===== src/logic/acr_pkg.sv =====
/*
 converter control package: register offsets, field positions, reset values,
 conversion lengths and state encoding.
 assumes a 32-bit apb slave with one aligned word per register.
*/
package acr_pkg;
   // ****************************************
   // register byte addresses
   // ****************************************
   localparam logic [11:0] ACR_OFS_INPUT_SELECT = 12'h000;
   localparam logic [11:0] ACR_OFS_CONTROL = 12'h004;
   localparam logic [11:0] ACR_OFS_RESULT_LOW = 12'h008;
   localparam logic [11:0] ACR_OFS_RESULT_HIGH = 12'h00C;
   localparam logic [11:0] ACR_OFS_INT_CTRL = 12'h010;
   // ****************************************
   // field positions
   // ****************************************
   localparam int ACR_REF_MSB = 7;
   localparam int ACR_REF_LSB = 6;
   localparam int ACR_LEFT_ALIGN_BIT = 5;
   localparam int ACR_CH_MSB = 3;
   localparam int ACR_ENABLE_BIT = 7;
   localparam int ACR_START_BIT = 6;
   localparam int ACR_FREE_RUN_BIT = 5;
   localparam int ACR_DONE_BIT = 4;
   localparam int ACR_IRQ_EN_BIT = 3;
   localparam int ACR_DIV_MSB = 2;
   localparam int ACR_GIE_BIT = 0;
   localparam int ACR_VEC_ACK_BIT = 1;
   // ****************************************
   // reset values and counts
   // ****************************************
   localparam logic [7:0] ACR_RST_INPUT_SELECT = 8'h00;
   localparam logic [7:0] ACR_RST_CONTROL = 8'h00;
   localparam logic [9:0] ACR_RST_RESULT = 10'h000;
   localparam logic [4:0] ACR_FIRST_CONV_CYCLES = 5'd25;
   localparam logic [4:0] ACR_NORMAL_CONV_CYCLES = 5'd13;
   localparam logic [1:0] ACR_REF_EXTERNAL = 2'b00;
   localparam logic [1:0] ACR_REF_SUPPLY = 2'b01;
   localparam logic [1:0] ACR_REF_INTERNAL = 2'b11;
   localparam logic [3:0] ACR_CH_BANDGAP = 4'hE;
   localparam logic [3:0] ACR_CH_GROUND = 4'hF;
   typedef enum logic [1:0] {
      ACR_ST_IDLE = 2'b01,
      ACR_ST_CONV = 2'b10
   } acr_state_e;
endpackage


===== src/logic/acr_clk_div.sv =====
/*
 converter clock prescaler: one-cycle tick at system clock / divisor.
 assumes the divider code may change at any time; count restarts cleanly.
*/
module acr_clk_div
   import acr_pkg::*;
(
   input wire logic i_sys_clk,
   input wire logic i_arst_n,
   input wire logic i_run,
   input wire logic [2:0] i_div_sel,
   output logic o_tick
);
   logic [6:0] cnt_q;
   logic [6:0] cnt_d;
   logic [6:0] last;
   // codes 0 and 1 both divide by 2, then doubling up to 128
   always_comb begin
      last = (i_div_sel == 3'd0) ? 7'd1 : 7'((8'd1 << i_div_sel) - 8'd1);
      cnt_d = (!i_run || cnt_q >= last) ? 7'd0 : 7'(cnt_q + 7'd1);
   end
   always_ff @(posedge i_sys_clk or negedge i_arst_n) begin
      if (!i_arst_n) begin
         cnt_q <= 7'd0;
      end else begin
         cnt_q <= cnt_d;
      end
   end
   assign o_tick = i_run && (cnt_q >= last);
endmodule


===== src/logic/acr_result_view.sv =====
/*
 result formatter: maps the 10-bit code onto the two byte views.
 assumes purely combinational use by the register read mux.
*/
module acr_result_view
   import acr_pkg::*;
(
   input wire logic [9:0] i_code,
   input wire logic i_left_align,
   output logic [7:0] o_high,
   output logic [7:0] o_low
);
   // unsigned code, 0 is ground, all ones is reference minus one step
   always_comb begin
      if (i_left_align) begin
         o_high = i_code[9:2];
         o_low = {i_code[1:0], 6'h00};
      end else begin
         o_high = {6'h00, i_code[9:8]};
         o_low = i_code[7:0];
      end
   end
endmodule


===== src/logic/acr_top.sv =====
/*
 converter control and result registers behind an apb slave.
 assumes the analog core samples o_conv_* and presents i_sar_code at end of
 each conversion; the processor core supplies global enable and vector ack.
*/
// Design decisions made here: the APB register port and the register offsets.
// Functional notes
// - reference field bits 7:6 decoded
// - selection latched for running conversion
// - align bit 5 reformats result immediately
// - channel field bits 3:0 decoded
// - enable powers converter, clear aborts
// - start write begins conversion
// - first conversion 25 cycles, else 13
// - start reads one while converting
// - free running converts back to back
// - done flag set on every completion
// - interrupt when flag, enable, global set
// - flag cleared by vector or write-one
// - prescaler divides system clock 2..128
// - byte views per alignment, rest zero
// - low read locks result until high
// - free-run channel change hits conversion after
// - unsigned ten-bit result codes
module acr_top
   import acr_pkg::*;
(
   input wire logic i_sys_clk,
   input wire logic i_arst_n,
   input wire logic i_psel,
   input wire logic i_penable,
   input wire logic i_pwrite,
   input wire logic [11:0] i_paddr,
   input wire logic [31:0] i_pwdata,
   output logic [31:0] o_prdata,
   output logic o_pready,
   output logic o_pslverr,
   input wire logic [9:0] i_sar_code,
   input wire logic i_irq_vector_ack,
   output logic o_conv_power,
   output logic o_conv_clk_tick,
   output logic o_conv_sample,
   output logic [1:0] o_conv_ref_sel,
   output logic o_conv_ref_internal_on,
   output logic [3:0] o_conv_channel,
   output logic o_conv_channel_valid,
   output logic o_conv_irq
);
   // ****************************************
   // state
   // ****************************************
   acr_state_e st_q, st_d;
   logic [7:0] sel_q, sel_d;
   logic [7:0] ctl_q, ctl_d;
   logic [9:0] res_q, res_d;
   logic [1:0] act_ref_q, act_ref_d;
   logic [3:0] act_ch_q, act_ch_d;
   logic [4:0] cyc_q, cyc_d;
   logic [4:0] len_q, len_d;
   logic init_q, init_d;
   logic lock_q, lock_d;
   logic gie_q, gie_d;
   logic [31:0] rdata_q, rdata_d;
   logic tick;
   logic [7:0] view_hi, view_lo;
   logic acc, wr, rd, mapped, done_ev, start_req;
   // ****************************************
   // apb decode
   // ****************************************
   // zero-wait slave: every access completes in its first access cycle
   assign acc = i_psel && i_penable;
   assign wr = acc && i_pwrite;
   assign rd = acc && !i_pwrite;
   function automatic logic is_mapped(input logic [11:0] a);
      return a == ACR_OFS_INPUT_SELECT || a == ACR_OFS_CONTROL || a == ACR_OFS_RESULT_LOW
         || a == ACR_OFS_RESULT_HIGH || a == ACR_OFS_INT_CTRL;
   endfunction
   assign mapped = is_mapped(i_paddr);
   assign o_pready = 1'b1;
   assign o_pslverr = acc && !mapped;
   assign o_prdata = rdata_q;
   acr_clk_div u_div (
      .i_sys_clk(i_sys_clk),
      .i_arst_n(i_arst_n),
      .i_run(ctl_q[ACR_ENABLE_BIT]),
      .i_div_sel(ctl_q[ACR_DIV_MSB:0]),
      .o_tick(tick)
   );
   acr_result_view u_view (
      .i_code(res_q),
      .i_left_align(sel_q[ACR_LEFT_ALIGN_BIT]),
      .o_high(view_hi),
      .o_low(view_lo)
   );
   // ****************************************
   // conversion sequencing
   // ****************************************
   assign done_ev = (st_q == ACR_ST_CONV) && tick && (cyc_q == len_q - 5'd1);
   always_comb begin
      logic wr_ctl;
      wr_ctl = wr && i_paddr == ACR_OFS_CONTROL;
      st_d = st_q;
      cyc_d = cyc_q;
      len_d = len_q;
      init_d = init_q;
      act_ref_d = act_ref_q;
      act_ch_d = act_ch_q;
      sel_d = sel_q;
      ctl_d = ctl_q;
      res_d = res_q;
      lock_d = lock_q;
      gie_d = gie_q;
      start_req = 1'b0;
      if (wr && i_paddr == ACR_OFS_INPUT_SELECT) begin
         sel_d = i_pwdata[7:0] & 8'hEF;
      end
      if (wr && i_paddr == ACR_OFS_INT_CTRL) begin
         gie_d = i_pwdata[ACR_GIE_BIT];
      end
      if (wr_ctl) begin
         ctl_d[ACR_ENABLE_BIT] = i_pwdata[ACR_ENABLE_BIT];
         ctl_d[ACR_FREE_RUN_BIT] = i_pwdata[ACR_FREE_RUN_BIT];
         ctl_d[ACR_IRQ_EN_BIT] = i_pwdata[ACR_IRQ_EN_BIT];
         ctl_d[ACR_DIV_MSB:0] = i_pwdata[ACR_DIV_MSB:0];
         start_req = i_pwdata[ACR_START_BIT]; // writing zero has no effect
      end
      // enable rising re-arms the long initialising conversion
      if (wr_ctl && i_pwdata[ACR_ENABLE_BIT] && !ctl_q[ACR_ENABLE_BIT]) begin
         init_d = 1'b1;
      end
      // both clear paths act first, so a same-cycle completion sets the flag again
      if ((wr_ctl && i_pwdata[ACR_DONE_BIT]) || i_irq_vector_ack) begin
         ctl_d[ACR_DONE_BIT] = 1'b0;
      end
      // low byte read arms the lock, high byte read releases it
      if (rd && i_paddr == ACR_OFS_RESULT_LOW) begin
         lock_d = 1'b1;
      end
      if (rd && i_paddr == ACR_OFS_RESULT_HIGH) begin
         lock_d = 1'b0;
      end
      unique case (st_q)
         ACR_ST_IDLE: begin
            if (start_req && ctl_d[ACR_ENABLE_BIT]) begin
               st_d = ACR_ST_CONV;
               cyc_d = 5'd0;
               len_d = init_d ? ACR_FIRST_CONV_CYCLES : ACR_NORMAL_CONV_CYCLES;
               init_d = 1'b0;
               act_ref_d = sel_d[ACR_REF_MSB:ACR_REF_LSB];
               act_ch_d = sel_d[ACR_CH_MSB:0];
            end
         end
         ACR_ST_CONV: begin
            if (tick) begin
               cyc_d = 5'(cyc_q + 5'd1);
            end
            if (done_ev) begin
               if (!lock_q) begin
                  res_d = i_sar_code;
               end
               ctl_d[ACR_DONE_BIT] = 1'b1; // locked result dropped, flag still set
               if (ctl_q[ACR_FREE_RUN_BIT]) begin
                  cyc_d = 5'd0; // next conversion starts at once
                  len_d = ACR_NORMAL_CONV_CYCLES;
                  act_ref_d = sel_q[ACR_REF_MSB:ACR_REF_LSB];
                  act_ch_d = sel_q[ACR_CH_MSB:0];
               end else begin
                  st_d = ACR_ST_IDLE;
               end
            end
         end
      endcase
      if (!ctl_d[ACR_ENABLE_BIT]) begin
         st_d = ACR_ST_IDLE; // abort on disable
         cyc_d = 5'd0;
      end
      ctl_d[ACR_START_BIT] = (st_d == ACR_ST_CONV);
   end
   // ****************************************
   // read mux
   // ****************************************
   always_comb begin
      rdata_d = rdata_q;
      if (i_psel && !i_penable && !i_pwrite) begin
         unique case (i_paddr)
            ACR_OFS_INPUT_SELECT: rdata_d = {24'h0000_00, sel_q};
            ACR_OFS_CONTROL: rdata_d = {24'h0000_00, ctl_q};
            ACR_OFS_RESULT_LOW: rdata_d = {24'h0000_00, view_lo};
            ACR_OFS_RESULT_HIGH: rdata_d = {24'h0000_00, view_hi};
            ACR_OFS_INT_CTRL: rdata_d = {31'h0000_0000, gie_q};
            default: rdata_d = 32'h0000_0000;
         endcase
      end
   end
   always_ff @(posedge i_sys_clk or negedge i_arst_n) begin
      if (!i_arst_n) begin
         st_q <= ACR_ST_IDLE;
         sel_q <= ACR_RST_INPUT_SELECT;
         ctl_q <= ACR_RST_CONTROL;
         res_q <= ACR_RST_RESULT;
         act_ref_q <= ACR_REF_EXTERNAL;
         act_ch_q <= 4'h0;
         cyc_q <= 5'd0;
         len_q <= ACR_NORMAL_CONV_CYCLES;
         init_q <= 1'b0;
         lock_q <= 1'b0;
         gie_q <= 1'b0;
         rdata_q <= 32'h0000_0000;
      end else begin
         st_q <= st_d;
         sel_q <= sel_d;
         ctl_q <= ctl_d;
         res_q <= res_d;
         act_ref_q <= act_ref_d;
         act_ch_q <= act_ch_d;
         cyc_q <= cyc_d;
         len_q <= len_d;
         init_q <= init_d;
         lock_q <= lock_d;
         gie_q <= gie_d;
         rdata_q <= rdata_d;
      end
   end
   // ****************************************
   // analog front end drive
   // ****************************************
   assign o_conv_power = ctl_q[ACR_ENABLE_BIT];
   assign o_conv_clk_tick = tick;
   assign o_conv_sample = (st_q == ACR_ST_CONV) && (cyc_q == 5'd0);
   assign o_conv_ref_sel = act_ref_q;
   // code 10 is reserved; treated like external with internal reference off
   assign o_conv_ref_internal_on = (act_ref_q == ACR_REF_INTERNAL);
   assign o_conv_channel = act_ch_q;
   assign o_conv_channel_valid = !act_ch_q[3] || act_ch_q == ACR_CH_BANDGAP
      || act_ch_q == ACR_CH_GROUND;
   assign o_conv_irq = ctl_q[ACR_DONE_BIT] && ctl_q[ACR_IRQ_EN_BIT] && gie_q;
endmodule


===== config.mk =====
export PLATFORM = sky130hd
export DESIGN_NAME = acr_top
export DESIGN_NICKNAME = d
export VERILOG_FILES = /design/src/logic/acr_pkg.sv /design/src/logic/acr_clk_div.sv /design/src/logic/acr_result_view.sv /design/src/logic/acr_top.sv
export SDC_FILE = /design/constraint.sdc
export NUM_CORES = 1
export LEC_CHECK = 0
export BUFFER_PORTS_ARGS = -buffer_cell sky130_fd_sc_hd__buf_2
export CORE_MARGIN = 8
export CORE_UTILIZATION = 47
export DETAILED_ROUTE_END_ITERATION = 16
export GPL_TIMING_DRIVEN = 0
export HOLD_SLACK_MARGIN = 0.1
export PLACE_DENSITY = 0.77
export SYNTH_ARGS = -nofsm -noshare
export SYNTH_HDL_FRONTEND = slang
export SYNTH_SLANG_ARGS = --single-unit

===== constraint.sdc =====
create_clock -name i_sys_clk -period 2.2 [get_ports i_sys_clk]
set_input_delay 0.11 -clock i_sys_clk [delete_from_list [all_inputs] [get_ports i_sys_clk]]
set_output_delay 0.11 -clock i_sys_clk [all_outputs]
set_load 0.01 [all_outputs]

# Word level (Yosys, flattened, before mapping)
# Cells that the tools add are included.
# op_classes
add_sub_neg,4
eq_ne,15
n_shift,1
muxes,40
n_reduce_logical,40
bitwise,1
order_cmp,1
# op_table
operator,count
2-to-1 mux 5 bit,9
one-hot mux 8 bit (5 select lines),1
"equality test 12 x 4 -> 1 bit, second input constant",2
2-to-1 mux 8 bit,3
logical AND 1 bit,21
one-hot mux 5 bit (2 select lines),2
2-to-1 mux 2 bit,7
2-to-1 mux 7 bit,2
"equality test 12 x 3 -> 1 bit, second input constant",1
"equality test 12 x 5 -> 1 bit, second input constant",1
logical NOT 12 bit,1
2-to-1 mux 4 bit,3
2-to-1 mux 1 bit,10
"equality test 4 bit, second input constant",2
logical OR 1 bit,8
one-hot mux 2 bit (2 select lines),2
one-hot mux 4 bit (2 select lines),1
"adder 7 x 1 -> 7 bit, second input constant",1
>= comparator 7 bit,1
"left shift 1 x 3 -> 7 bit, first input constant",1
"subtractor 7 x 1 -> 7 bit, second input constant",1
"equality test 2 bit, second input constant",3
"inequality test 2 bit, second input constant",3
AND reduction 3 bit,2
other kinds (10),14
# totals
out_inout_bits,46
inputBits,60
reg_bits,85
elab_cells,117

# Depth between registers and ports, before layout
# Gate-level depths: netlist of run 1.
# logic_depth
word_depth,11
mapped_depth,8
mapped_depth_nobuf,8

# Modules after synthesis
# From an unflattened synthesis of run 1, not the netlist that was laid out.
# unflattened
cells_unflattened,307
area_unflattened_um2,3373.2
# by_module_without_submodules
mod,area_each_um2,seq_area_each_um2,n_inst,cells_per_inst
acr_top,2750.1,1278.7,1,241
acr_clk_div,465.4,175.2,1,48
acr_result_view,157.7,0.0,1,18

# Least setup slack after synthesis of run 1
# No wires, ideal clock.
# synth_timing
path_type,register to register
from,reg ctl_q[1]
to,"reg act_ch_q[0], in the netlist o_conv_channel[0]"
setup_time_ps,128
n_path_buf,0
arrival_ps,2133
t_required_ps,2072
slack_ps,-61
stages_incl_launch_ff,9
synth_period_minus_slack_ps,2261
cell_sequence,dfrtp_1 > nand3_1 > ha_1 > a21oi_1 > nand3_1 > o21ai_2 > inv_2 > o211a_2 > mux2_1
# synth_via
elab_chain_cells,9
elab_cells_between_ends,10
classes_between,1 x add/sub; 1 x order compare; 1 x eq/ne; 1 x shift; 1 x mux; 5 x reduce/logical
# synth_lines
element,line,text
start: declaration,acr_top.sv:54,"logic [7:0] ctl_q, ctl_d;"
start signal: assignment,acr_top.sv:212,ctl_q <= ctl_d;
left shift 1 x 3 -> 7 bit,acr_clk_div.sv:19,last = (i_div_sel == 3'd0) ? 7'd1 : 7'((8'd1 << i_div_sel) - 8'd1);
subtractor 7 x 1 -> 7 bit,acr_clk_div.sv:19,
2-to-1 mux 7 bit *,acr_clk_div.sv:19,
>= comparator 7 bit *,acr_clk_div.sv:29,assign o_tick = i_run && (cnt_q >= last);
logical AND 1 bit *,acr_clk_div.sv:29,
named net o_conv_clk_tick,acr_top.sv:41,"output logic o_conv_clk_tick,"
logical AND 1 bit * (2 in series),acr_top.sv:98,assign done_ev = (st_q == ACR_ST_CONV) && tick && (cyc_q == len_q - 5'd1);
inequality test 2 bit (no line) *,n/a,
AND reduction 3 bit (no line) *,n/a,
end signal: assignment,acr_top.sv:215,act_ch_q <= act_ch_d;
end: declaration,acr_top.sv:57,"logic [3:0] act_ch_q, act_ch_d;"
# Mark *: on every way through the listed nets, which the timed path passes. The rest lies on a longest branch.
# A chain may end at the register's enable or synchronous reset.

# Worst setup path in the final report of run 1
# layout_timing
from,reg ctl_q[1]
to,reg res_q[1]
# layout_via
elab_chain_cells,8
elab_cells_between_ends,9
classes_between,1 x add/sub; 1 x order compare; 1 x shift; 1 x mux; 5 x reduce/logical
# layout_lines
element,line,text
left shift 1 x 3 -> 7 bit,acr_clk_div.sv:19,
subtractor 7 x 1 -> 7 bit,acr_clk_div.sv:19,
2-to-1 mux 7 bit *,acr_clk_div.sv:19,
>= comparator 7 bit *,acr_clk_div.sv:29,
logical AND 1 bit *,acr_clk_div.sv:29,
logical AND 1 bit * (2 in series),acr_top.sv:98,
AND reduction 3 bit (no line) *,n/a,
end signal: assignment,acr_top.sv:213,res_q <= res_d;
end: declaration,acr_top.sv:55,"logic [9:0] res_q, res_d;"
# Mark *: on every way between the ends. The rest lies on a longest branch, timed or not.

==> run metrics, run 1 <==
Final Skew 0.0101 ns; Max Clock Freq 442 MHz; post-synth top area share 39.7%; hold crit path type input pin to flop; DR vias/cell 5.35; 1st-iter DRT viols 147; Die W 103 um; Worst Tran Pin Value 0.751 ns; violated checks negative setup slack; worst r2r path cells 9; initial antenna violation count 0; reg2reg start ctl_q[1]; fillers 570; die area 10500 um^2; top_reg_cell synth dfrtp_1; core area 7250 um^2; diode count 0; net switching power 0.000563 W; delay-heaviest family, CP flip-flops; most common library cells after synthesis dfrtp_1, buf_4, nand2_1, nor2_1, a21oi_1; Max-cap violations 0; Worst Hold Launch i_pwrite; Max clock buf depth 2; DIE HEIGHT 103 um; P_leak 2.18 nW; Routed WL 9.65 mm; clock share of power 46.5%; port bufs 56; CP max stage delay 0.44 ns; pin count of the biggest net entering global routing 59; Mapped Area 3530 um^2; FF+latch count, synth 58; Clock transition at path regs 0.07 ns; Synth async-reset ratio 100%; Reg-to-Reg End res_q[1]; nets@finish 531; crit-path max FO 10; Starting Density 48.6%; hold path depth 4; Hold Fails Final Rpt 0; ANT nets after route 0; CTS Buf Count 9; Power Total 0.00239 W; gr ovfl total 0; P per Cell Area 511 nW/um^2; routed vias 3030; Ports 106; Tcrit/Tclk final 103%; placed cells 518; First-pass DRT Iterations 5; Hold Crit Endpoint o_prdata[6]; unique cell type count in the Yosys netlist 69; CP max stage cell dfrtp_2; area of the multi-input gates 1970 um^2; RSZ-0062 raised after global routing true; DPL Wire Length 6.76 mm; Final Non-Filler Cells 566; CTS tree done; Seq pwr share 44.8%; Arrival @ worst endpoint 2.49 ns; first-pass GRT wire length 14.9 mm; Area contributors post-synth dfrtp_1, buf_4, mux2_4, mux2_1, ha_1; Required @ worst endpoint 2.43 ns; wire per inst 17.0 um; logic gate share of total power 8.7%; Worst Setup Start Kind flop; Synth Instances 340; minimum clock period 2.26 ns; Setup crit end kind flop; Rel. slew slack 49.9%; clk root buf clkbuf_8; Yosys warnings 0; post-synth top area cell dfrtp_1; # DRC 0; Syn Area/Cell 10.4 um^2; FP Rows 31; proportion of layout cells with a drive suffix above 1 37.5%; Area Overhead vs Synth 32.7%; vias in the first global route 2986; Pint 0.00183 W; Final Util 64.6%; worst reg-to-reg setup slack -0.06 ns; CTS sink cnt 58; GP Congestion 0.896; register area share after synthesis 41.2%; Final WS setup -0.0614 ns; FF/Latch Area 1460 um^2; max-slew violation count 0; CP Cell Sequence nand2_1 > ha_4 > nand4_1 > a21oi_2 > o21ai_4 > buf_6 > nor3_4 > buf_12 > mux2_4; GRT Util Overall 18.4%; sw frac 23.5%; most frequent cell after synthesis dfrtp_1; EDFF count, synth 0; Critical path buffers and inverters 2; Crit Path Category flop to flop; endpoints failing setup 10; H-tree levels 3; status finished, violations left; Max IR drop VDD 0.000333 V; clk_lat worst skew 0.35 ns
==> area by class of cell <==
type,instances,area share [%]
clock buffer,11,3.02
buffer,38,5.51
timing repair buffer,88,12.9
tap,99,2.65
sequential,58,31.1
clock inverter,5,1.66
inverter,12,1.12
multi-input combinational,255,42.0
==> cells in the final DEF, fill, tap and decap left out, types with 7 or more instances in the layout <==
cell type / n
o21ai_0: 12
nand2_1: 21
conb_1: 25
inv_1: 11
dfrtp_1: 53
a21oi_1: 13
nor2_1: 20
dlygate4sd3_1: 21
nand3_1: 10
o21ai_1: 7
buf_2: 60
clkbuf_8: 10
buf_4: 34
mux2_2: 10
mux2_4: 16
clkbuf_1: 7
and3_1: 8
==> tightest hold or removal path: cells and delay by family <==
family                 cells  cell delay (ns)
buffers and inverters      1             0.12
and+or+nand+nor            3             0.23
==> sequential cells by signal, summed over array words and instances, names as in the netlist, 2 cells and up <==
| name | flops |
|---|---|
| u_div.cnt_q | 7 |
| o_prdata | 8 |
| o_conv_channel | 4 |
| cyc_q | 5 |
| len_q | 2 |
| st_q | 2 |
| ctl_q | 8 |
| sel_q | 7 |
| res_q | 10 |
| o_conv_ref_sel | 2 |
==> kinds of logic (layout without fill, tap and decap cells) <==
kind of cell / after synthesis / after routing / synth area share [%]
flops: 58 / 58 / 41.2
mux: 37 / 37 / 12.7
buf+inv: 50 / 154 / 8.58
fa+ha+maj: 9 / 9 / 3.19
other cells: 2 / 25 / 0.213
xor+xnor: 7 / 7 / 1.95
compound gates: 74 / 74 / 14.2
simple gates: 103 / 103 / 17.9
==> power groups by stage <==
stage,Sequential (W),Combinational (W),Clock [W]
after detailed placement,0.00109,0.000176,0
after global routing,0.00107,0.000227,0.00116
after floorplan,0.00109,0.0000899,0
after global placement,0.00109,0.000174,0
final,0.00107,0.000209,0.00111
after CTS,0.00107,0.000203,0.00112
==> timing repair <==
| item | in CTS | in global routing |
|---|---|---|
| hold buffers | 21 | 0 |
| endpoints found under the hold margin | 41 | 0 |
| pin swaps | 2 | 6 |
| buffers inserted | 7 | 4 |
| setup endpoints to repair | 17 | 19 |
| gates resized for setup | 5 | 19 |
==> worst max-delay path by stage <==
stage | from | endpoint | cells past startpoint
2_1_floorplan | ctl_q[1] | o_conv_channel[0] | 8
6_report | ctl_q[1] | res_q[1] | 9
5_1_grt | ctl_q[1] | res_q[5] | 9
4_1_cts | ctl_q[0] | res_q[1] | 9
3_3_place_gp | ctl_q[1] | res_q[4] | 7
3_5_place_dp | ctl_q[1] | res_q[0] | 7
==> metal layers <==
metal	vias to the layer above	global-route usage (%)	share of wire, %
met5	-	0	0
met4	0	5.19	1.1
met3	12	4.79	9.2
met2	144	30.9	48
met1	1438	22.7	41
li1	1436	-	-
==> metrics by stage <==
step | worst slack (ns) | area (um^2) | TNS, ns | hold slack, ns
floorplan | 0.0157 | 3630 | 0 | -0.186
finish | -0.0614 | 4680 | -0.520 | 0.163
global route | -0.131 | 4680 | -1.64 | 0.161
global placement | -0.339 | 4040 | -4.88 | 0.340
CTS | -0.0184 | 4550 | -0.127 | 0.118
detailed placement | -0.346 | 4040 | -5.02 | 0.345
Note: power is estimated with default switching activity, not from simulation.
==> run 2, diff against run 1 <==
--- a/config.mk
+++ b/config.mk
@@ -12,6 +12,7 @@
 export GPL_TIMING_DRIVEN = 0
 export HOLD_SLACK_MARGIN = 0.1
 export PLACE_DENSITY = 0.77
+export SETUP_SLACK_MARGIN = 0.5
 export SYNTH_ARGS = -nofsm -noshare
 export SYNTH_HDL_FRONTEND = slang
 export SYNTH_SLANG_ARGS = --single-unit
==> run 2 against run 1 <==
  * Non-clock buffer count up 7
  * Sequential power about the same
  * The run now ends clean
  * Global-route usage up 0.56 points
  * Critical path type unchanged
  * Core utilization up 1.3 points
  * Clock-buffer cell count down 2
  * Maximum frequency up 4.9%
==> run metrics, run 2 (same netlist as run 1, synthesis figures left out) <==
status complete, no violations (was finished, violations left); Pint 0.00169 W (was 0.00183 W); fin area 4780 um^2 (was 4680 um^2); sw frac 25.7% (was 23.5%); # DRC 0 (unchanged); ANT nets after route 0 (unchanged); nets@finish 538 (was 531); max reg flops 10 (unchanged); GP Congestion 0.874 (was 0.896); Max Clock Freq 464 MHz (was 442 MHz); DPL Wire Length 6.68 mm (was 6.76 mm); Worst Tran Pin Value 0.821 ns (was 0.751 ns); leading cell type in the layout, fill and taps excluded buf_2 (unchanged); GRT Util Overall 19.0% (was 18.4%); Worst Setup Start Kind flop (unchanged); clk_lat worst skew 0.34 ns (was 0.35 ns); Crit Path Category flop to flop (unchanged); routed vias 3092 (was 3030); Final Skew 0.00756 ns (was 0.0101 ns); Placement Cell Area 4070 um^2 (was 4040 um^2); CTS sink cnt 58 (unchanged); port bufs 56 (unchanged); Final WS setup 0.0441 ns (was -0.0614 ns); minimum clock period 2.16 ns (was 2.26 ns); initial antenna violation count 0 (unchanged); Starting Density 48.6% (unchanged); 1st-iter DRT viols 206 (was 147); DIE HEIGHT 103 um (unchanged); gr ovfl total 0 (unchanged); H-tree levels 3 (unchanged); Setup crit end kind flop (unchanged); P_leak 2.22 nW (was 2.18 nW); First-pass DRT Iterations 5 (unchanged); die area 10500 um^2 (unchanged); crit-path max FO 6 (was 10); first-pass GRT wire length 15.6 mm (was 14.9 mm); proportion of layout cells with a drive suffix above 1 41.6% (was 37.5%); Required @ worst endpoint 2.43 ns (about the same); endpoints failing setup 0 (was 10); Hold Fails Final Rpt 0 (unchanged); CTS Buf Count 9 (unchanged); Max clock buf depth 2 (unchanged); RSZ-0062 raised after global routing true (unchanged); dpl ws -0.363 ns (was -0.346 ns); net switching power 0.000585 W (was 0.000563 W); Max IR drop VDD 0.000413 V (was 0.000333 V); Rel. slew slack 45.0% (was 49.9%); Ports 106 (unchanged); Routed WL 9.79 mm (was 9.65 mm); vias in the first global route 3109 (was 2986); commonest non-fill, non-tap cells in the layout buf_2, dfrtp_1, buf_4 (unchanged); clk root buf clkbuf_8 (unchanged); Die W 103 um (unchanged); Clock transition at path regs 0.08 ns (was 0.07 ns); diode count 0 (unchanged); Arrival @ worst endpoint 2.38 ns (was 2.49 ns); Max-cap violations 0 (unchanged); wire per inst 17.1 um (was 17.0 um); max-slew violation count 0 (unchanged); CTS tree done (unchanged); pin count of the biggest net entering global routing 59 (unchanged); logic gate share of total power 9.1% (was 8.7%); clock share of power 43.9% (was 46.5%); DR vias/cell 5.40 (was 5.35); FP Rows 31 (unchanged); core area 7250 um^2 (unchanged); worst reg-to-reg setup slack 0.04 ns (was -0.06 ns); P per Cell Area 476 nW/um^2 (was 511 nW/um^2); hold crit path type input pin to flop (unchanged); Reg with most FFs res_q (unchanged); Seq pwr share 47.1% (was 44.8%); Area Overhead vs Synth 35.5% (was 32.7%); Tcrit/Tclk final 98.0% (was 103%)
[run 2: area by class of cell]
| type | instances | area, um^2 |
|---|---|---|
| plain buffers | 38 | 259 |
| fillers | 549 | 2470 |
| flip-flops and latches | 58 | 1460 |
| repair buffers | 95 | 649 |
| clock inverters | 7 | 78.8 |
| well taps | 99 | 124 |
| inverters | 12 | 47.5 |
| clock buffers | 9 | 124 |
| multi-input cells | 255 | 2040 |
[run 2: power groups by stage]
stage	clock, W	combinational, W	sequential [W]
3_5_place_dp	0	0.000174	0.00109
4_1_cts	0.00102	0.000201	0.00107
2_1_floorplan	0	0.0000899	0.00109
3_3_place_gp	0	0.000172	0.00109
6_report	0.000999	0.000207	0.00107
5_1_grt	0.00107	0.000226	0.00107
[run 2: repair_timing]
| item | in CTS | in global routing |
|---|---|---|
| hold endpoints to repair | 58 | 0 |
| setup endpoints to repair | 36 | 36 |
| buffers inserted | 13 | 6 |
| gates cloned | 0 | 0 |
| hold buffers | 20 | 0 |
| resized for setup | 23 | 13 |
| pin swaps | 14 | 17 |
[run 2: path summary, 6_finish.rpt]
| path | to | startpoint | depth (start not counted) |
|---|---|---|---|
| min | lock_q | i_penable | 3 |
| min in group asynchronous | o_conv_channel[1] | i_arst_n | 2 |
| max reg2reg | o_conv_channel[2] | cyc_q[0] | 7 |
| max in group asynchronous | ctl_q[2] | i_arst_n | 2 |
| min reg2reg | o_conv_channel[0] | o_conv_channel[0] | 1 |
| max | o_conv_channel[2] | cyc_q[0] | 7 |
[run 2: per-layer routing]
metal | GRT usage, % | share of wire (%) | wire, um | vias up
met5 | 0 | 0 | 0 | -
met4 | 5.53 | 1.3 | 127 | 0
met3 | 3.92 | 7.7 | 758 | 15
met2 | 31.6 | 48 | 4740 | 140
met1 | 24.2 | 43 | 4160 | 1482
li1 | - | - | - | 1455
[run 2: per-stage QoR]
stage | TNS, ns | total power, W | util [%] | hold WS, ns | instances
floorplan | 0 | 0.00118 | - | -0.186 | 363
global placement | -3.85 | 0.00126 | 56.1 | 0.341 | 518
detailed placement | -4.75 | 0.00127 | 56.1 | 0.345 | 518
CTS | 0 | 0.00229 | 64.7 | 0.101 | 567
global route | -0.0830 | 0.00237 | 65.9 | 0.124 | 573
finish | 0 | 0.00228 | 65.9 | 0.125 | 573
[run 2: worst max-delay path: stages, from the launching register on]
cell and delay, ns:
dfrtp_1 0.41, inv_2 0.08, ha_2 0.18, nand4b_1 0.15, or4_4 0.59, nand2_2 0.10, o211a_4 0.21, mux2_1 0.33
